$ cat src/core/dspl_pkg.sv
package dspl_pkg;
  // port count and datapath sizes; the fifo depth is for one fifo shared by all ports
  localparam int NUM_PORTS      = 4;
  localparam int DATA_W         = 8;
  localparam int FIFO_DEPTH     = 16;
  localparam int DEST_PORTS     = 4;   // ports on a target user card
  // slot limits of the wan links and the line framing
  localparam int T1_MAX_SLOT    = 24;
  localparam int E1_MAX_SLOT    = 31;
  localparam int E1_SIG_SLOT    = 16;
  localparam int USER_MIN_SLOTS = 3;
  localparam int LINE_MIN_SLOTS = 3;
  localparam int LINE_MAX_SLOTS = 31;
  localparam int SLOT_KBPS      = 64;
  // register byte offsets (port block p starts at p * PORT_STRIDE)
  localparam logic [7:0] OFF_CFG     = 8'h00;
  localparam logic [7:0] OFF_WAN_MAP = 8'h04;
  localparam logic [7:0] OFF_LINE    = 8'h08;
  localparam logic [7:0] OFF_STAT    = 8'h0C;
  localparam logic [7:0] PORT_STRIDE = 8'h10;
  localparam logic [7:0] OFF_ERR     = 8'h40;
  // status word field positions
  localparam int STAT_RATE_W   = 11;
  localparam int STAT_DSR_BIT  = 11;
  localparam int STAT_REM_LSB  = 12;
  localparam int STAT_CLK_BIT  = 14;
  // error register bit positions
  localparam int ERR_RANGE     = 0;
  localparam int ERR_USER_MIN  = 1;
  localparam int ERR_CONFLICT  = 2;
  localparam int ERR_TEST      = 3;
  localparam int ERR_W         = 4;
  // loopback selections
  typedef enum logic [1:0] {
    LOOP_OFF = 2'h0,
    LOOP_DSL = 2'h1,
    LOOP_NET = 2'h2
  } dspl_loop_t;
  // operations channel commands, both directions
  typedef enum logic [2:0] {
    EOC_NONE     = 3'h0,
    EOC_LOOP_CUS = 3'h1,
    EOC_LOOP_NET = 3'h2,
    EOC_LOOP_CLR = 3'h3,
    EOC_MGMT     = 3'h4,
    EOC_REJECT   = 3'h5
  } dspl_eoc_t;
  // per-port configuration word, msb first: active at bit 0
  typedef struct packed {
    logic       testPat;
    logic       remoteMgmtEnable;
    logic       farLoopDetectEnable;
    dspl_loop_t farLoopRequest;
    dspl_loop_t localLoopSelect;
    logic       e1Signaling;
    logic       e1Link;
    logic [2:0] destPort;
    logic [2:0] userSlot;
    logic [2:0] wanIdx;
    logic       userTarget;
    logic       active;
  } dspl_cfg_t;
  localparam int CFG_W = $bits(dspl_cfg_t);
  localparam dspl_cfg_t CFG_RST = 20'h0_0100;  // standby, dest port 1
  // one 64 kbps octet with its port and slot number
  typedef struct packed {
    logic [1:0]        port;
    logic [4:0]        slot;
    logic [DATA_W-1:0] data;
  } dspl_word_t;
  // where a word goes on the backplane
  typedef struct packed {
    logic       userTarget;
    logic [2:0] card;
    logic [2:0] port;
    logic [4:0] slot;
  } dspl_dest_t;
  typedef struct packed {
    dspl_dest_t dest;
    dspl_word_t word;
  } dspl_item_t;
endpackage : dspl_pkg

$ cat src/core/dspl_port_slot_loopback.sv
// Summary of operation
// (RULE1) standby ports carry no traffic, claim no slots; a line or network loop on a standby port still turns its traffic round
// (RULE2) wan slots 1-24 on T1, 1-31 on E1
// (RULE3) E1 with signaling excludes slot 16
// (RULE4) one port may take any wan slots
// (RULE5) line payload is 3 to 31 slots
// (RULE6) user card target needs three slots
// (RULE7) rate is slot count times 64, read-only
// (RULE8) transmit clock is internal, system synchronous
// (RULE9) local loop: off, line side, network side
// (RULE10) network loop drops data set ready; only the local selection does this, and a remote network loop leaves it up
// (RULE11) far loop request sent over operations channel
// (RULE12) remote unit loops customer or network side
// (RULE13) detect enable gates remote loop commands
// (RULE14) local loops ignore detect enable
// (RULE15) remote management needs per-port enable
// (RULE16) bad destination port becomes port 1
// (RULE17) line loop and test pattern exclude each other; one configuration write can still turn both on
// (RULE18) wan slot owned by one active port

// small synchronous fifo; storage is flip-flops indexed by pointers
module dspl_fifo #(
  parameter int WIDTH = 8,
  parameter int DEPTH = 16
) (
  // clock and reset
  input  wire logic             clk_sys,
  input  wire logic             rst,
  // fill side
  input  wire logic             inValid,
  input  wire logic [WIDTH-1:0] inData,
  output logic                  inReady,
  // drain side
  output logic                  outValid,
  output logic      [WIDTH-1:0] outData,
  input  wire logic             outReady
);
  localparam int AW = $clog2(DEPTH);
  logic [WIDTH-1:0] mem [DEPTH];   // storage
  logic [AW-1:0]    wrPtr_ff;      // next write slot
  logic [AW-1:0]    rdPtr_ff;      // next read slot
  logic [AW:0]      count_ff;      // words held
  logic             push;
  logic             pop;

  assign inReady  = (count_ff != (AW + 1)'(DEPTH)) | (outReady & outValid);
  assign outValid = (count_ff != '0);
  assign outData  = mem[rdPtr_ff];
  assign push     = inValid & inReady;
  assign pop      = outValid & outReady;

  // storage write; no reset needed on data
  always_ff @(posedge clk_sys) begin
    if (push) begin
      mem[wrPtr_ff] <= inData;
    end
  end

  // pointers and fill count
  always_ff @(posedge clk_sys) begin
    if (rst) begin
      wrPtr_ff <= '0;
      rdPtr_ff <= '0;
      count_ff <= '0;
    end else begin
      if (push) wrPtr_ff <= (wrPtr_ff == AW'(DEPTH - 1)) ? '0 : wrPtr_ff + 1'b1;
      if (pop)  rdPtr_ff <= (rdPtr_ff == AW'(DEPTH - 1)) ? '0 : rdPtr_ff + 1'b1;
      count_ff <= count_ff + (AW + 1)'(push) - (AW + 1)'(pop);
    end
  end
endmodule : dspl_fifo

module dspl_port_slot_loopback import dspl_pkg::*; (
  // clock and reset
  input  wire logic        clk_sys,
  input  wire logic        rst,
  // apb register port
  input  wire logic        psel,
  input  wire logic        penable,
  input  wire logic        pwrite,
  input  wire logic [7:0]  paddr,
  input  wire logic [31:0] pwdata,
  output logic      [31:0] prdata,
  output logic             pready,
  output logic             pslverr,
  // line receive stream
  input  wire logic        lineRxValid,
  input  wire dspl_word_t  lineRxWord,
  output logic             lineRxReady,
  // backplane receive stream
  input  wire logic        wanRxValid,
  input  wire dspl_word_t  wanRxWord,
  output logic             wanRxReady,
  // backplane transmit stream
  output logic             wanTxValid,
  output dspl_item_t       wanTxItem,
  input  wire logic        wanTxReady,
  // line transmit stream, one-cycle pulses
  output logic             lineTxValid,
  output dspl_word_t       lineTxWord,
  // operations channel
  input  wire logic        eocRxValid,
  input  wire logic [1:0]  eocRxPort,
  input  wire dspl_eoc_t   eocRxCmd,
  output logic             eocTxValid,
  output logic      [1:0]  eocTxPort,
  output dspl_eoc_t        eocTxCmd,
  output logic             mgmtReqValid,
  output logic      [1:0]  mgmtReqPort,
  // control leads
  output logic [NUM_PORTS-1:0] dsrOut
);
  dspl_cfg_t         cfg_ff     [NUM_PORTS];  // per-port configuration
  logic [31:0]       wanMap_ff  [NUM_PORTS];  // wan slot bitmap, bit n = slot n
  logic [31:0]       lineMap_ff [NUM_PORTS];  // line slot bitmap
  dspl_loop_t        remLoop_ff [NUM_PORTS];  // loop asked for by the far end
  logic [NUM_PORTS-1:0] farPend_ff;           // far loop change waiting to go out
  logic [ERR_W-1:0]  err_ff;                  // sticky configuration errors
  logic              rejPend_ff;              // reply owed for a refused request
  logic [1:0]        rejPort_ff;
  logic [ERR_W-1:0]  nxt_err;                 // errors raised by this write
  logic              wrEn;
  logic              rdEn;
  logic              fifoInReady;
  logic              fifoInValid;
  dspl_item_t        fifoIn;
  logic              netSel;
  logic              keepLine;
  logic              lineLoopP;
  logic              netLoopP;

  // address decode shared by reads and writes
  function automatic logic [3:0] regDecode(input logic [7:0] a);
    logic [3:0] r;
    r = 4'h0;
    if (a == OFF_ERR) r = 4'h8;
    else if (a < OFF_ERR && a[1:0] == 2'h0) r = {2'b01, a[3:2]};
    return r;
  endfunction : regDecode

  function automatic logic [5:0] popCount(input logic [31:0] m);
    logic [5:0] c;
    c = '0;
    for (int i = 0; i < 32; i++) c = c + 6'(m[i]);
    return c;
  endfunction : popCount

  // slot map legal for the link type of this configuration
  function automatic logic wanValid(input logic [31:0] m, input dspl_cfg_t c);
    logic bad;
    int   lim;
    bad = m[0];
    lim = c.e1Link ? E1_MAX_SLOT : T1_MAX_SLOT;                       // (RULE2)
    for (int i = 1; i < 32; i++) begin
      if (m[i] && i > lim) bad = 1'b1;                                // (RULE2)
    end
    if (c.e1Link && c.e1Signaling && m[E1_SIG_SLOT]) bad = 1'b1;      // (RULE3)
    return !bad;
  endfunction : wanValid

  // another active wan port already owns one of these slots
  function automatic logic conflictAt(input int p, input logic [2:0] idx,
                                      input logic [31:0] m);
    logic hit;
    hit = 1'b0;
    for (int q = 0; q < NUM_PORTS; q++) begin
      if (q != p && cfg_ff[q].active && !cfg_ff[q].userTarget &&
          cfg_ff[q].wanIdx == idx && (wanMap_ff[q] & m) != '0) hit = 1'b1; // (RULE18)
    end
    return hit;
  endfunction : conflictAt

  // line slot s maps onto the wan slot of equal rank in the wan map
  function automatic logic [4:0] slotXlate(input logic [31:0] lm, input logic [31:0] wm,
                                           input logic [4:0] s);
    logic [5:0] k;
    logic [5:0] n;
    logic [4:0] r;
    k = '0;
    n = '0;
    r = '0;
    for (int i = 0; i < 32; i++) if (i < s && lm[i]) k = k + 6'd1;
    for (int i = 0; i < 32; i++) begin
      if (wm[i]) begin
        if (n == k) r = 5'(i);                                        // (RULE4)
        n = n + 6'd1;
      end
    end
    return r;
  endfunction : slotXlate

  // apb handshake: zero wait state, error on unmapped words
  assign pready  = 1'b1;
  assign pslverr = psel & penable & (regDecode(paddr) == 4'h0);
  assign wrEn    = psel & penable & pwrite & (regDecode(paddr) != 4'h0);
  assign rdEn    = psel & penable & !pwrite;

  // read mux; status is live state, not stored
  always_comb begin
    logic [3:0] d;
    int         p;
    d = regDecode(paddr);
    p = int'(paddr[5:4]);
    prdata = '0;
    if (rdEn) begin
      case (d)
        4'h8: prdata[ERR_W-1:0] = err_ff;
        4'h4: prdata[CFG_W-1:0] = cfg_ff[p];
        4'h5: prdata = wanMap_ff[p];
        4'h6: prdata = lineMap_ff[p];
        4'h7: begin
          prdata[STAT_RATE_W-1:0] = STAT_RATE_W'(popCount(lineMap_ff[p]) * SLOT_KBPS); // (RULE7)
          prdata[STAT_DSR_BIT] = dsrOut[p];
          prdata[STAT_REM_LSB +: 2] = remLoop_ff[p];
          prdata[STAT_CLK_BIT] = 1'b1;  // transmit clock fixed to internal (RULE8)
        end
        default: prdata = '0;
      endcase
    end
  end

  // write checks; a refused write leaves the register untouched
  always_comb begin
    dspl_cfg_t  nc;
    logic [5:0] lc;
    int         p;
    p  = int'(paddr[5:4]);
    nc = dspl_cfg_t'(pwdata[CFG_W-1:0]);
    lc = popCount(pwdata);
    nxt_err = '0;
    if (wrEn) begin
      case (regDecode(paddr))
        4'h4: begin
          if (nc.active && nc.userTarget &&
              popCount(lineMap_ff[p]) < 6'(USER_MIN_SLOTS)) nxt_err[ERR_USER_MIN] = 1'b1; // (RULE6)
          if (nc.active && !nc.userTarget && !wanValid(wanMap_ff[p], nc))
            nxt_err[ERR_RANGE] = 1'b1;                                // (RULE2) (RULE3)
          if (nc.active && !nc.userTarget && conflictAt(p, nc.wanIdx, wanMap_ff[p]))
            nxt_err[ERR_CONFLICT] = 1'b1;                             // (RULE18)
          if (nc.localLoopSelect == LOOP_DSL && cfg_ff[p].localLoopSelect != LOOP_DSL &&
              cfg_ff[p].testPat) nxt_err[ERR_TEST] = 1'b1;            // (RULE17)
          if (nc.testPat && !cfg_ff[p].testPat && (remLoop_ff[p] == LOOP_DSL ||
              cfg_ff[p].localLoopSelect == LOOP_DSL)) nxt_err[ERR_TEST] = 1'b1; // (RULE17)
        end
        4'h5: begin
          if (!wanValid(pwdata, cfg_ff[p])) nxt_err[ERR_RANGE] = 1'b1;
          if (cfg_ff[p].active && !cfg_ff[p].userTarget &&
              conflictAt(p, cfg_ff[p].wanIdx, pwdata)) nxt_err[ERR_CONFLICT] = 1'b1; // (RULE18)
        end
        4'h6: begin
          if (pwdata[0] || lc < 6'(LINE_MIN_SLOTS) || lc > 6'(LINE_MAX_SLOTS))
            nxt_err[ERR_RANGE] = 1'b1;                                // (RULE5)
        end
        default: nxt_err = '0;
      endcase
    end
  end

  // configuration storage with normalisation of odd field values
  always_ff @(posedge clk_sys) begin
    dspl_cfg_t nc;
    nc = dspl_cfg_t'(pwdata[CFG_W-1:0]);
    if (nc.destPort == 3'h0 || nc.destPort > 3'(DEST_PORTS)) nc.destPort = 3'h1; // (RULE16)
    if (nc.localLoopSelect > LOOP_NET) nc.localLoopSelect = LOOP_OFF;  // (RULE9)
    if (nc.farLoopRequest > LOOP_NET) nc.farLoopRequest = LOOP_OFF;
    if (rst) begin
      for (int p = 0; p < NUM_PORTS; p++) begin
        cfg_ff[p]     <= CFG_RST;
        wanMap_ff[p]  <= '0;
        lineMap_ff[p] <= '0;
      end
    end else if (wrEn && nxt_err == '0) begin
      case (regDecode(paddr))
        4'h4: cfg_ff[paddr[5:4]]     <= nc;
        4'h5: wanMap_ff[paddr[5:4]]  <= pwdata;
        4'h6: lineMap_ff[paddr[5:4]] <= pwdata;
        default: ;
      endcase
    end
  end

  // sticky errors, write one to clear; a new error beats the clear
  always_ff @(posedge clk_sys) begin
    if (rst) err_ff <= '0;
    else if (wrEn && regDecode(paddr) == 4'h8) err_ff <= (err_ff & ~pwdata[ERR_W-1:0]) | nxt_err;
    else err_ff <= err_ff | nxt_err;
  end

  // far-end loop commands; only honoured with detection on
  always_ff @(posedge clk_sys) begin
    if (rst) begin
      for (int p = 0; p < NUM_PORTS; p++) remLoop_ff[p] <= LOOP_OFF;
      rejPend_ff <= 1'b0;
      rejPort_ff <= '0;
    end else begin
      for (int p = 0; p < NUM_PORTS; p++) begin
        if (!cfg_ff[p].farLoopDetectEnable) remLoop_ff[p] <= LOOP_OFF; // (RULE13)
      end
      if (eocRxValid && cfg_ff[eocRxPort].farLoopDetectEnable) begin  // (RULE13)
        case (eocRxCmd)
          EOC_LOOP_CUS: if (!cfg_ff[eocRxPort].testPat) remLoop_ff[eocRxPort] <= LOOP_DSL;
          EOC_LOOP_NET: remLoop_ff[eocRxPort] <= LOOP_NET;
          EOC_LOOP_CLR: remLoop_ff[eocRxPort] <= LOOP_OFF;
          default: ;
        endcase
      end
      // a customer loop against a running pattern is answered with a reject
      if (eocRxValid && eocRxCmd == EOC_LOOP_CUS && cfg_ff[eocRxPort].testPat &&
          cfg_ff[eocRxPort].farLoopDetectEnable) begin                // (RULE17)
        rejPend_ff <= 1'b1;
        rejPort_ff <= eocRxPort;
      end else if (rejPend_ff) begin
        rejPend_ff <= 1'b0;
      end
    end
  end

  // management requests pass only with remote management enabled
  always_ff @(posedge clk_sys) begin
    if (rst) begin
      mgmtReqValid <= 1'b0;
      mgmtReqPort  <= '0;
    end else begin
      mgmtReqValid <= eocRxValid && eocRxCmd == EOC_MGMT &&
                      cfg_ff[eocRxPort].remoteMgmtEnable;             // (RULE15)
      mgmtReqPort  <= eocRxPort;
    end
  end

  // far loop requests queue per port; a reject reply goes first
  always_ff @(posedge clk_sys) begin
    logic      sent;
    dspl_cfg_t wc;    // raw configuration word on the bus
    sent = 1'b0;
    wc   = dspl_cfg_t'(pwdata[CFG_W-1:0]);
    if (rst) begin
      farPend_ff <= '0;
      eocTxValid <= 1'b0;
      eocTxPort  <= '0;
      eocTxCmd   <= EOC_NONE;
    end else begin
      eocTxValid <= 1'b0;
      eocTxCmd   <= EOC_NONE;
      if (rejPend_ff) begin
        eocTxValid <= 1'b1;
        eocTxPort  <= rejPort_ff;
        eocTxCmd   <= EOC_REJECT;
        sent = 1'b1;
      end
      for (int p = 0; p < NUM_PORTS; p++) begin
        if (!sent && farPend_ff[p]) begin
          sent = 1'b1;
          farPend_ff[p] <= 1'b0;
          eocTxValid    <= 1'b1;                                      // (RULE11)
          eocTxPort     <= 2'(p);
          case (cfg_ff[p].farLoopRequest)
            LOOP_DSL: eocTxCmd <= EOC_LOOP_CUS;
            LOOP_NET: eocTxCmd <= EOC_LOOP_NET;
            default:  eocTxCmd <= EOC_LOOP_CLR;
          endcase
        end
      end
      if (wrEn && nxt_err == '0 && regDecode(paddr) == 4'h4 &&
          wc.farLoopRequest != cfg_ff[paddr[5:4]].farLoopRequest)
        farPend_ff[paddr[5:4]] <= 1'b1;
    end
  end

  // data set ready per port, dropped on standby ports and under local network loop
  always_comb begin
    for (int p = 0; p < NUM_PORTS; p++)
      dsrOut[p] = cfg_ff[p].active && cfg_ff[p].localLoopSelect != LOOP_NET; // (RULE10)
  end

  // loop state of the port that the line word belongs to; local loops act
  // whatever detection is set to
  assign lineLoopP = cfg_ff[lineRxWord.port].localLoopSelect == LOOP_DSL ||
                     remLoop_ff[lineRxWord.port] == LOOP_DSL;         // (RULE14)
  assign netLoopP  = cfg_ff[lineRxWord.port].localLoopSelect == LOOP_NET ||
                     remLoop_ff[lineRxWord.port] == LOOP_NET;         // (RULE14)
  assign netSel    = wanRxValid && (cfg_ff[wanRxWord.port].localLoopSelect == LOOP_NET ||
                     remLoop_ff[wanRxWord.port] == LOOP_NET);         // (RULE9)
  assign keepLine  = cfg_ff[lineRxWord.port].active &&
                     lineMap_ff[lineRxWord.port][lineRxWord.slot];    // (RULE1)

  // fifo input: backplane words on network loop, else mapped line words
  always_comb begin
    dspl_cfg_t c;
    c = cfg_ff[netSel ? wanRxWord.port : lineRxWord.port];
    fifoIn.word = netSel ? wanRxWord : lineRxWord;
    fifoIn.dest.userTarget = c.userTarget;
    fifoIn.dest.card = c.userTarget ? c.userSlot : c.wanIdx;
    fifoIn.dest.port = c.destPort;
    if (netSel || c.userTarget) fifoIn.dest.slot = fifoIn.word.slot;
    else fifoIn.dest.slot = slotXlate(lineMap_ff[lineRxWord.port],
                                      wanMap_ff[lineRxWord.port], lineRxWord.slot);
  end
  assign fifoInValid = netSel || (lineRxValid && !lineLoopP && !netLoopP && keepLine); // (RULE1)
  assign lineRxReady = lineLoopP || netLoopP || (!netSel && (fifoInReady || !keepLine));
  assign wanRxReady  = netSel ? fifoInReady : !(lineRxValid && lineLoopP);

  // buffer toward the backplane; backplane back-pressure fills it
  dspl_fifo #(
    .WIDTH ($bits(dspl_item_t)),
    .DEPTH (FIFO_DEPTH)
  ) u_fifo (
    .clk_sys  (clk_sys),
    .rst      (rst),
    .inValid  (fifoInValid),
    .inData   (fifoIn),
    .inReady  (fifoInReady),
    .outValid (wanTxValid),
    .outData  (wanTxItem),
    .outReady (wanTxReady)
  );

  // line transmit: line loop wins over backplane data of active ports
  always_ff @(posedge clk_sys) begin
    if (rst) begin
      lineTxValid <= 1'b0;
      lineTxWord  <= '0;
    end else if (lineRxValid && lineLoopP) begin
      lineTxValid <= 1'b1;                                            // (RULE9)
      lineTxWord  <= lineRxWord;
    end else begin
      lineTxValid <= wanRxValid && !netSel && cfg_ff[wanRxWord.port].active; // (RULE1)
      lineTxWord  <= wanRxWord;
    end
  end

  // checks
  standby_drop_a: assert property (@(posedge clk_sys) disable iff (rst) // (RULE1)
    fifoInValid && !netSel |-> cfg_ff[lineRxWord.port].active)
    else $error("standby port pushed traffic");
  wan_range_a: assert property (@(posedge clk_sys) disable iff (rst) // (RULE2)
    cfg_ff[0].active && !cfg_ff[0].userTarget |-> !wanMap_ff[0][0] &&
    (cfg_ff[0].e1Link || wanMap_ff[0][31:T1_MAX_SLOT+1] == '0))
    else $error("wan slot outside link range");
  e1_sig_a: assert property (@(posedge clk_sys) disable iff (rst) // (RULE3)
    cfg_ff[0].active && cfg_ff[0].e1Link && cfg_ff[0].e1Signaling &&
    !cfg_ff[0].userTarget |-> !wanMap_ff[0][E1_SIG_SLOT])
    else $error("signaling slot assigned");
  user_min_a: assert property (@(posedge clk_sys) disable iff (rst) // (RULE6)
    cfg_ff[1].active && cfg_ff[1].userTarget |-> popCount(lineMap_ff[1]) >= 6'(USER_MIN_SLOTS))
    else $error("user target with too few slots");
  rate_read_a: assert property (@(posedge clk_sys) disable iff (rst) // (RULE7)
    rdEn && paddr == OFF_STAT |->
    prdata[STAT_RATE_W-1:0] == STAT_RATE_W'(popCount(lineMap_ff[0]) * SLOT_KBPS))
    else $error("rate does not match slot count");
  dsr_drop_a: assert property (@(posedge clk_sys) disable iff (rst) // (RULE10)
    cfg_ff[0].localLoopSelect == LOOP_NET |-> !dsrOut[0])
    else $error("dsr up during network loop");
  det_gate_a: assert property (@(posedge clk_sys) disable iff (rst) // (RULE13)
    eocRxValid && eocRxPort == 2'h0 && !cfg_ff[0].farLoopDetectEnable |=>
    remLoop_ff[0] == LOOP_OFF)
    else $error("remote loop taken with detection off");
  mgmt_gate_a: assert property (@(posedge clk_sys) disable iff (rst) // (RULE15)
    mgmtReqValid |-> $past(eocRxValid) && $past(eocRxCmd) == EOC_MGMT &&
    $past(cfg_ff[eocRxPort].remoteMgmtEnable))
    else $error("management request without enable");
  dest_port_a: assert property (@(posedge clk_sys) disable iff (rst) // (RULE16)
    cfg_ff[2].destPort != 3'h0 && cfg_ff[2].destPort <= 3'(DEST_PORTS))
    else $error("destination port out of range");
endmodule : dspl_port_slot_loopback

$ cat config.mk
export PLATFORM = sky130hd
export DESIGN_NAME = dspl_port_slot_loopback
export DESIGN_NICKNAME = d
export VERILOG_FILES = /design/src/core/dspl_pkg.sv /design/src/core/dspl_port_slot_loopback.sv
export SDC_FILE = /design/constraint.sdc
export NUM_CORES = 2
export LEC_CHECK = 0
export ABC_AREA = 1
export BUFFER_PORTS_ARGS = -buffer_cell sky130_fd_sc_hd__buf_2
export CAP_MARGIN = 0
export CORE_ASPECT_RATIO = 1.5
export CORE_MARGIN = 2
export CORE_UTILIZATION = 30
export DETAILED_ROUTE_END_ITERATION = 8
export PLACE_DENSITY = 0.5
export SYNTH_ARGS = -nofsm -noshare
export SYNTH_HDL_FRONTEND = slang
export SYNTH_SLANG_ARGS = --single-unit
$ cat constraint.sdc
create_clock -name clk_sys -period 32.4 [get_ports clk_sys]
set_clock_uncertainty 0.2 [all_clocks]
set_input_delay 3.24 -clock clk_sys [delete_from_list [all_inputs] [get_ports clk_sys]]
set_output_delay 3.24 -clock clk_sys [all_outputs]
set_load 0.1 [all_outputs]
==> reports/summary.txt <==
Outcome = complete, but fails checks
Failing checks = capacitance limit, slew limit
Yosys reg bits = 829
Via count = 44100
Setup_tns = 0 ns
Final hold slack = 0.268 ns
Share of layout cells above drive strength 1 = 10.4%
Port-buffer cells = 175
Most used DFF post-synth = edfxtp_1
Period utilization = 74.6%
Post-synthesis cell count = 5944
Clock Power Share = 20.0%
Crit path max-delay family = compound AO/OA/AOI/OAI gates
Largest family of logic cells by synthesized area = simple AND/OR/NAND/NOR gates
Req. time, crit path = 32.54 ns
Crit. End Element = flip-flop
Setup bufs post-CTS = 0
Antenna Nets Post-Route = 0
Pins Over Slew Limit = 6
Post-CTS sizing = 0
Critical path fanouts, max = 48
Net Sw Frac = 46.9%
Area Growth Syn to Fin = 13.1%
Endpoints failing hold = 0
Post-synthesis simple-gate area fraction = 20.4%
Synth top cells by count = nand2_1, inv_1, edfxtp_1
Via-to-Cell Ratio = 5.25
H-tree levels = 3
Final Net Count = 6295
Final Wtd Congestion = 0.986
Pwr Density = 90.5 nW/um^2
Worst flop-to-flop path endpoint = u_fifo.mem[12][15]$_DFFE_PP_
Cell area after layout = 57600 um^2
Largest net degree at the start of global routing = 177
Root buffer cell = clkbuf_16
1st-iter DRT viols = 3752
Die W = 341 um
Sequential share of the synthesized area = 47.8%
Drt pass-1 iters = 6
GRT Util Overall = 21.4%
Tmin final = 24.16 ns
Worst Max-Slew Pin Slew = 1.52 ns
Reg2Reg Launch Point = wanMap_ff[1][0]$_SDFFCE_PN0P_
Most common cell in the netlist = nand2_1
Yosys warns = 0
Switching power of the nets = 2440 uW
Ys async rst share = 0%
Leakage = 0.0233 uW
Fillers = 17700
Syn_area_per_cell = 8.57 um^2
Row cnt = 185
Placed cell count = 8224
Sink Count = 829
HPWL after DPL = 133000 um
Post-CTS Hold Buffers = 0
Clk Latency, worst-skew pair = 0.71 ns
Hold Path Depth = 2
Xor and xnor area share after synthesis = 3.32%
Max cap viols = 1
Crit-path max cell delay = 0.76 ns
GR Overflow Total = 0
Worst Path Arrival = 24.30 ns
CTS Buf Count = 92
Synthesized cell area = 51000 um^2
Core Footprint = 169000 um^2
Share of power burned in registers = 25.4%
Library cells used by synthesis = 79
R2R depth = 100
Combinational share of power = 54.6%
CP startpoint kind = input pin
WL per Instance = 22.7 um
Yosys top cell area share = 45.7%
Wire length of the first global-routing pass = 276000 um
Worst min-delay path class = reg2reg
RSZ-0062 raised after global routing = false
Compound-cell area share of the yosys netlist = 14.0%
Worst vdd ir = 0.0819 mV
CP max stage cell = a21oi_1
Post-Route Utilization = 34.1%
Cell taking the most area after synthesis = edfxtp_1
Boundary Pins = 177
Crit Path Class = in2reg
Clk slew on worst S/H paths = 0.06 ns
Max-slew headroom = -2.46%
Reg2Reg Setup Slack = 11.11 ns
Post-synthesis mux area share = 2.12%
Final Setup Violations = 0
Antenna violations before repair = 12
DRT Wirelength = 190000 um
Clk buf depth = 3
Top cells by area, synth = edfxtp_1, nand2_1, inv_1
Vias in the first global route = 42800
Placed instance area = 54700 um^2
Crit path buf inv count = 32
Total die area = 173000 um^2
Max Clock Freq = 41.4 MHz
Drc violations = 0
Final std cells w/o fill = 8398
Hold_sp = farPend_ff[3]$_SDFF_PP0_
TritonCTS clock tree = yes
Hold EP = farPend_ff[3]$_SDFF_PP0_
EDFF count, synth = 776
Die H = 509 um
Pint = 2770 uW
Post-synthesis adder-cell area fraction = 4.09%
Starting Density = 30.2%
==> cells by family after synthesis <==
logic type / Yosys count
AND/OR/NAND/NOR: 2419
AO/OA/AOI/OAI: 1174
buffers and inverters: 1105
flip-flops: 829
XOR/XNOR: 170
adder cells (fa/ha/maj): 137
multiplexers: 108
other: 2
==> layout by cell type, fill, tap and decap left out, types with 50 or more instances in the layout <==
master / n
mux2i_1: 108
clkbuf_16: 94
a21oi_1: 312
o22ai_1: 134
nor2_1: 627
buf_4: 97
buf_2: 174
nand3_1: 362
ha_1: 88
edfxtp_1: 776
nor3_1: 51
o21ai_0: 330
nand4_1: 71
a22oi_1: 53
xor2_1: 130
nand2_2: 69
inv_2: 50
nand2_1: 1113
inv_1: 797
o211ai_1: 139
==> final cells by class <==
cell class / count / area, um^2 / share of cell area [%]
antenna: 5 / 12.5 / 0.0217
clock buffer: 116 / 2460 / 4.28
clock inverter: 53 / 460 / 0.799
inverter: 861 / 3240 / 5.63
multi-input combinational: 4017 / 22600 / 39.3
sequential: 829 / 24400 / 42.3
tap: 2244 / 2810 / 4.87
timing repair buffer: 273 / 1640 / 2.84
==> worst register-to-register path, delay by kind of cell (launching register included) <==
family	cells	cell delay, ns
fa+ha+maj	29	8.16
compound gates	30	8.09
buf+inv	30	2.78
simple gates	11	1.13
flops	1	0.54
==> state kept, by name (all words and copies together) (netlist names), named ones only <==
register and cells:
u_fifo.mem 432, lineMap_ff 128, wanMap_ff 128, cfg_ff 80, lineTxWord 15, remLoop_ff 8
u_fifo.count_ff 5, err_ff 4, farPend_ff 4, u_fifo.rdPtr_ff 4, u_fifo.wrPtr_ff 4, eocTxCmd 3
eocTxPort 2, mgmtReqPort 2, rejPort_ff 2, eocTxValid 1, lineTxValid 1, mgmtReqValid 1
rejPend_ff 1
==> how the worst max path moves through the flow <==
stage                              start                           end  slack (ns)  cells past startpoint
final                     lineRxWord[13]  u_fifo.mem[12][15]$_DFFE_PP_        8.24                    102
after global routing      lineRxWord[13]  u_fifo.mem[12][15]$_DFFE_PP_        6.10                    102
after CTS                 lineRxWord[13]   u_fifo.mem[8][15]$_DFFE_PP_        8.15                    102
after detailed placement  lineRxWord[13]  u_fifo.mem[12][15]$_DFFE_PP_        7.47                    102
after global placement    lineRxWord[13]  u_fifo.mem[14][15]$_DFFE_PP_        7.91                    102
after floorplan           lineRxWord[13]   u_fifo.mem[0][18]$_DFFE_PP_        7.33                    114
==> power groups by stage <==
stage	combinational (uW)	clock (uW)	sequential [uW]
detailed placement	2850	0	1350
finish	2850	1040	1330
global route	3200	1090	1330
CTS	2860	1060	1330
floorplan	2210	0	1340
global placement	2820	0	1350
==> metrics by stage <==
step	total power (uW)	setup slack (ns)
after floorplan	3550	7.33
after global placement	4160	7.91
after detailed placement	4200	7.47
after CTS	5250	8.15
after global routing	5620	6.10
final	5220	8.24
==> metal layers <==
| layer | up-vias | GRT usage [%] | wire, um |
|---|---|---|---|
| met1 | 21400 | 25.4 | 74800 |
| met4 | 0 | 12.4 | 12000 |
| met2 | 1677 | 36.8 | 91800 |
| li1 | 20600 | - | - |
| met5 | - | 0 | 0 |
| met3 | 493 | 2.92 | 11800 |
Power figures use the tool's default switching activity.
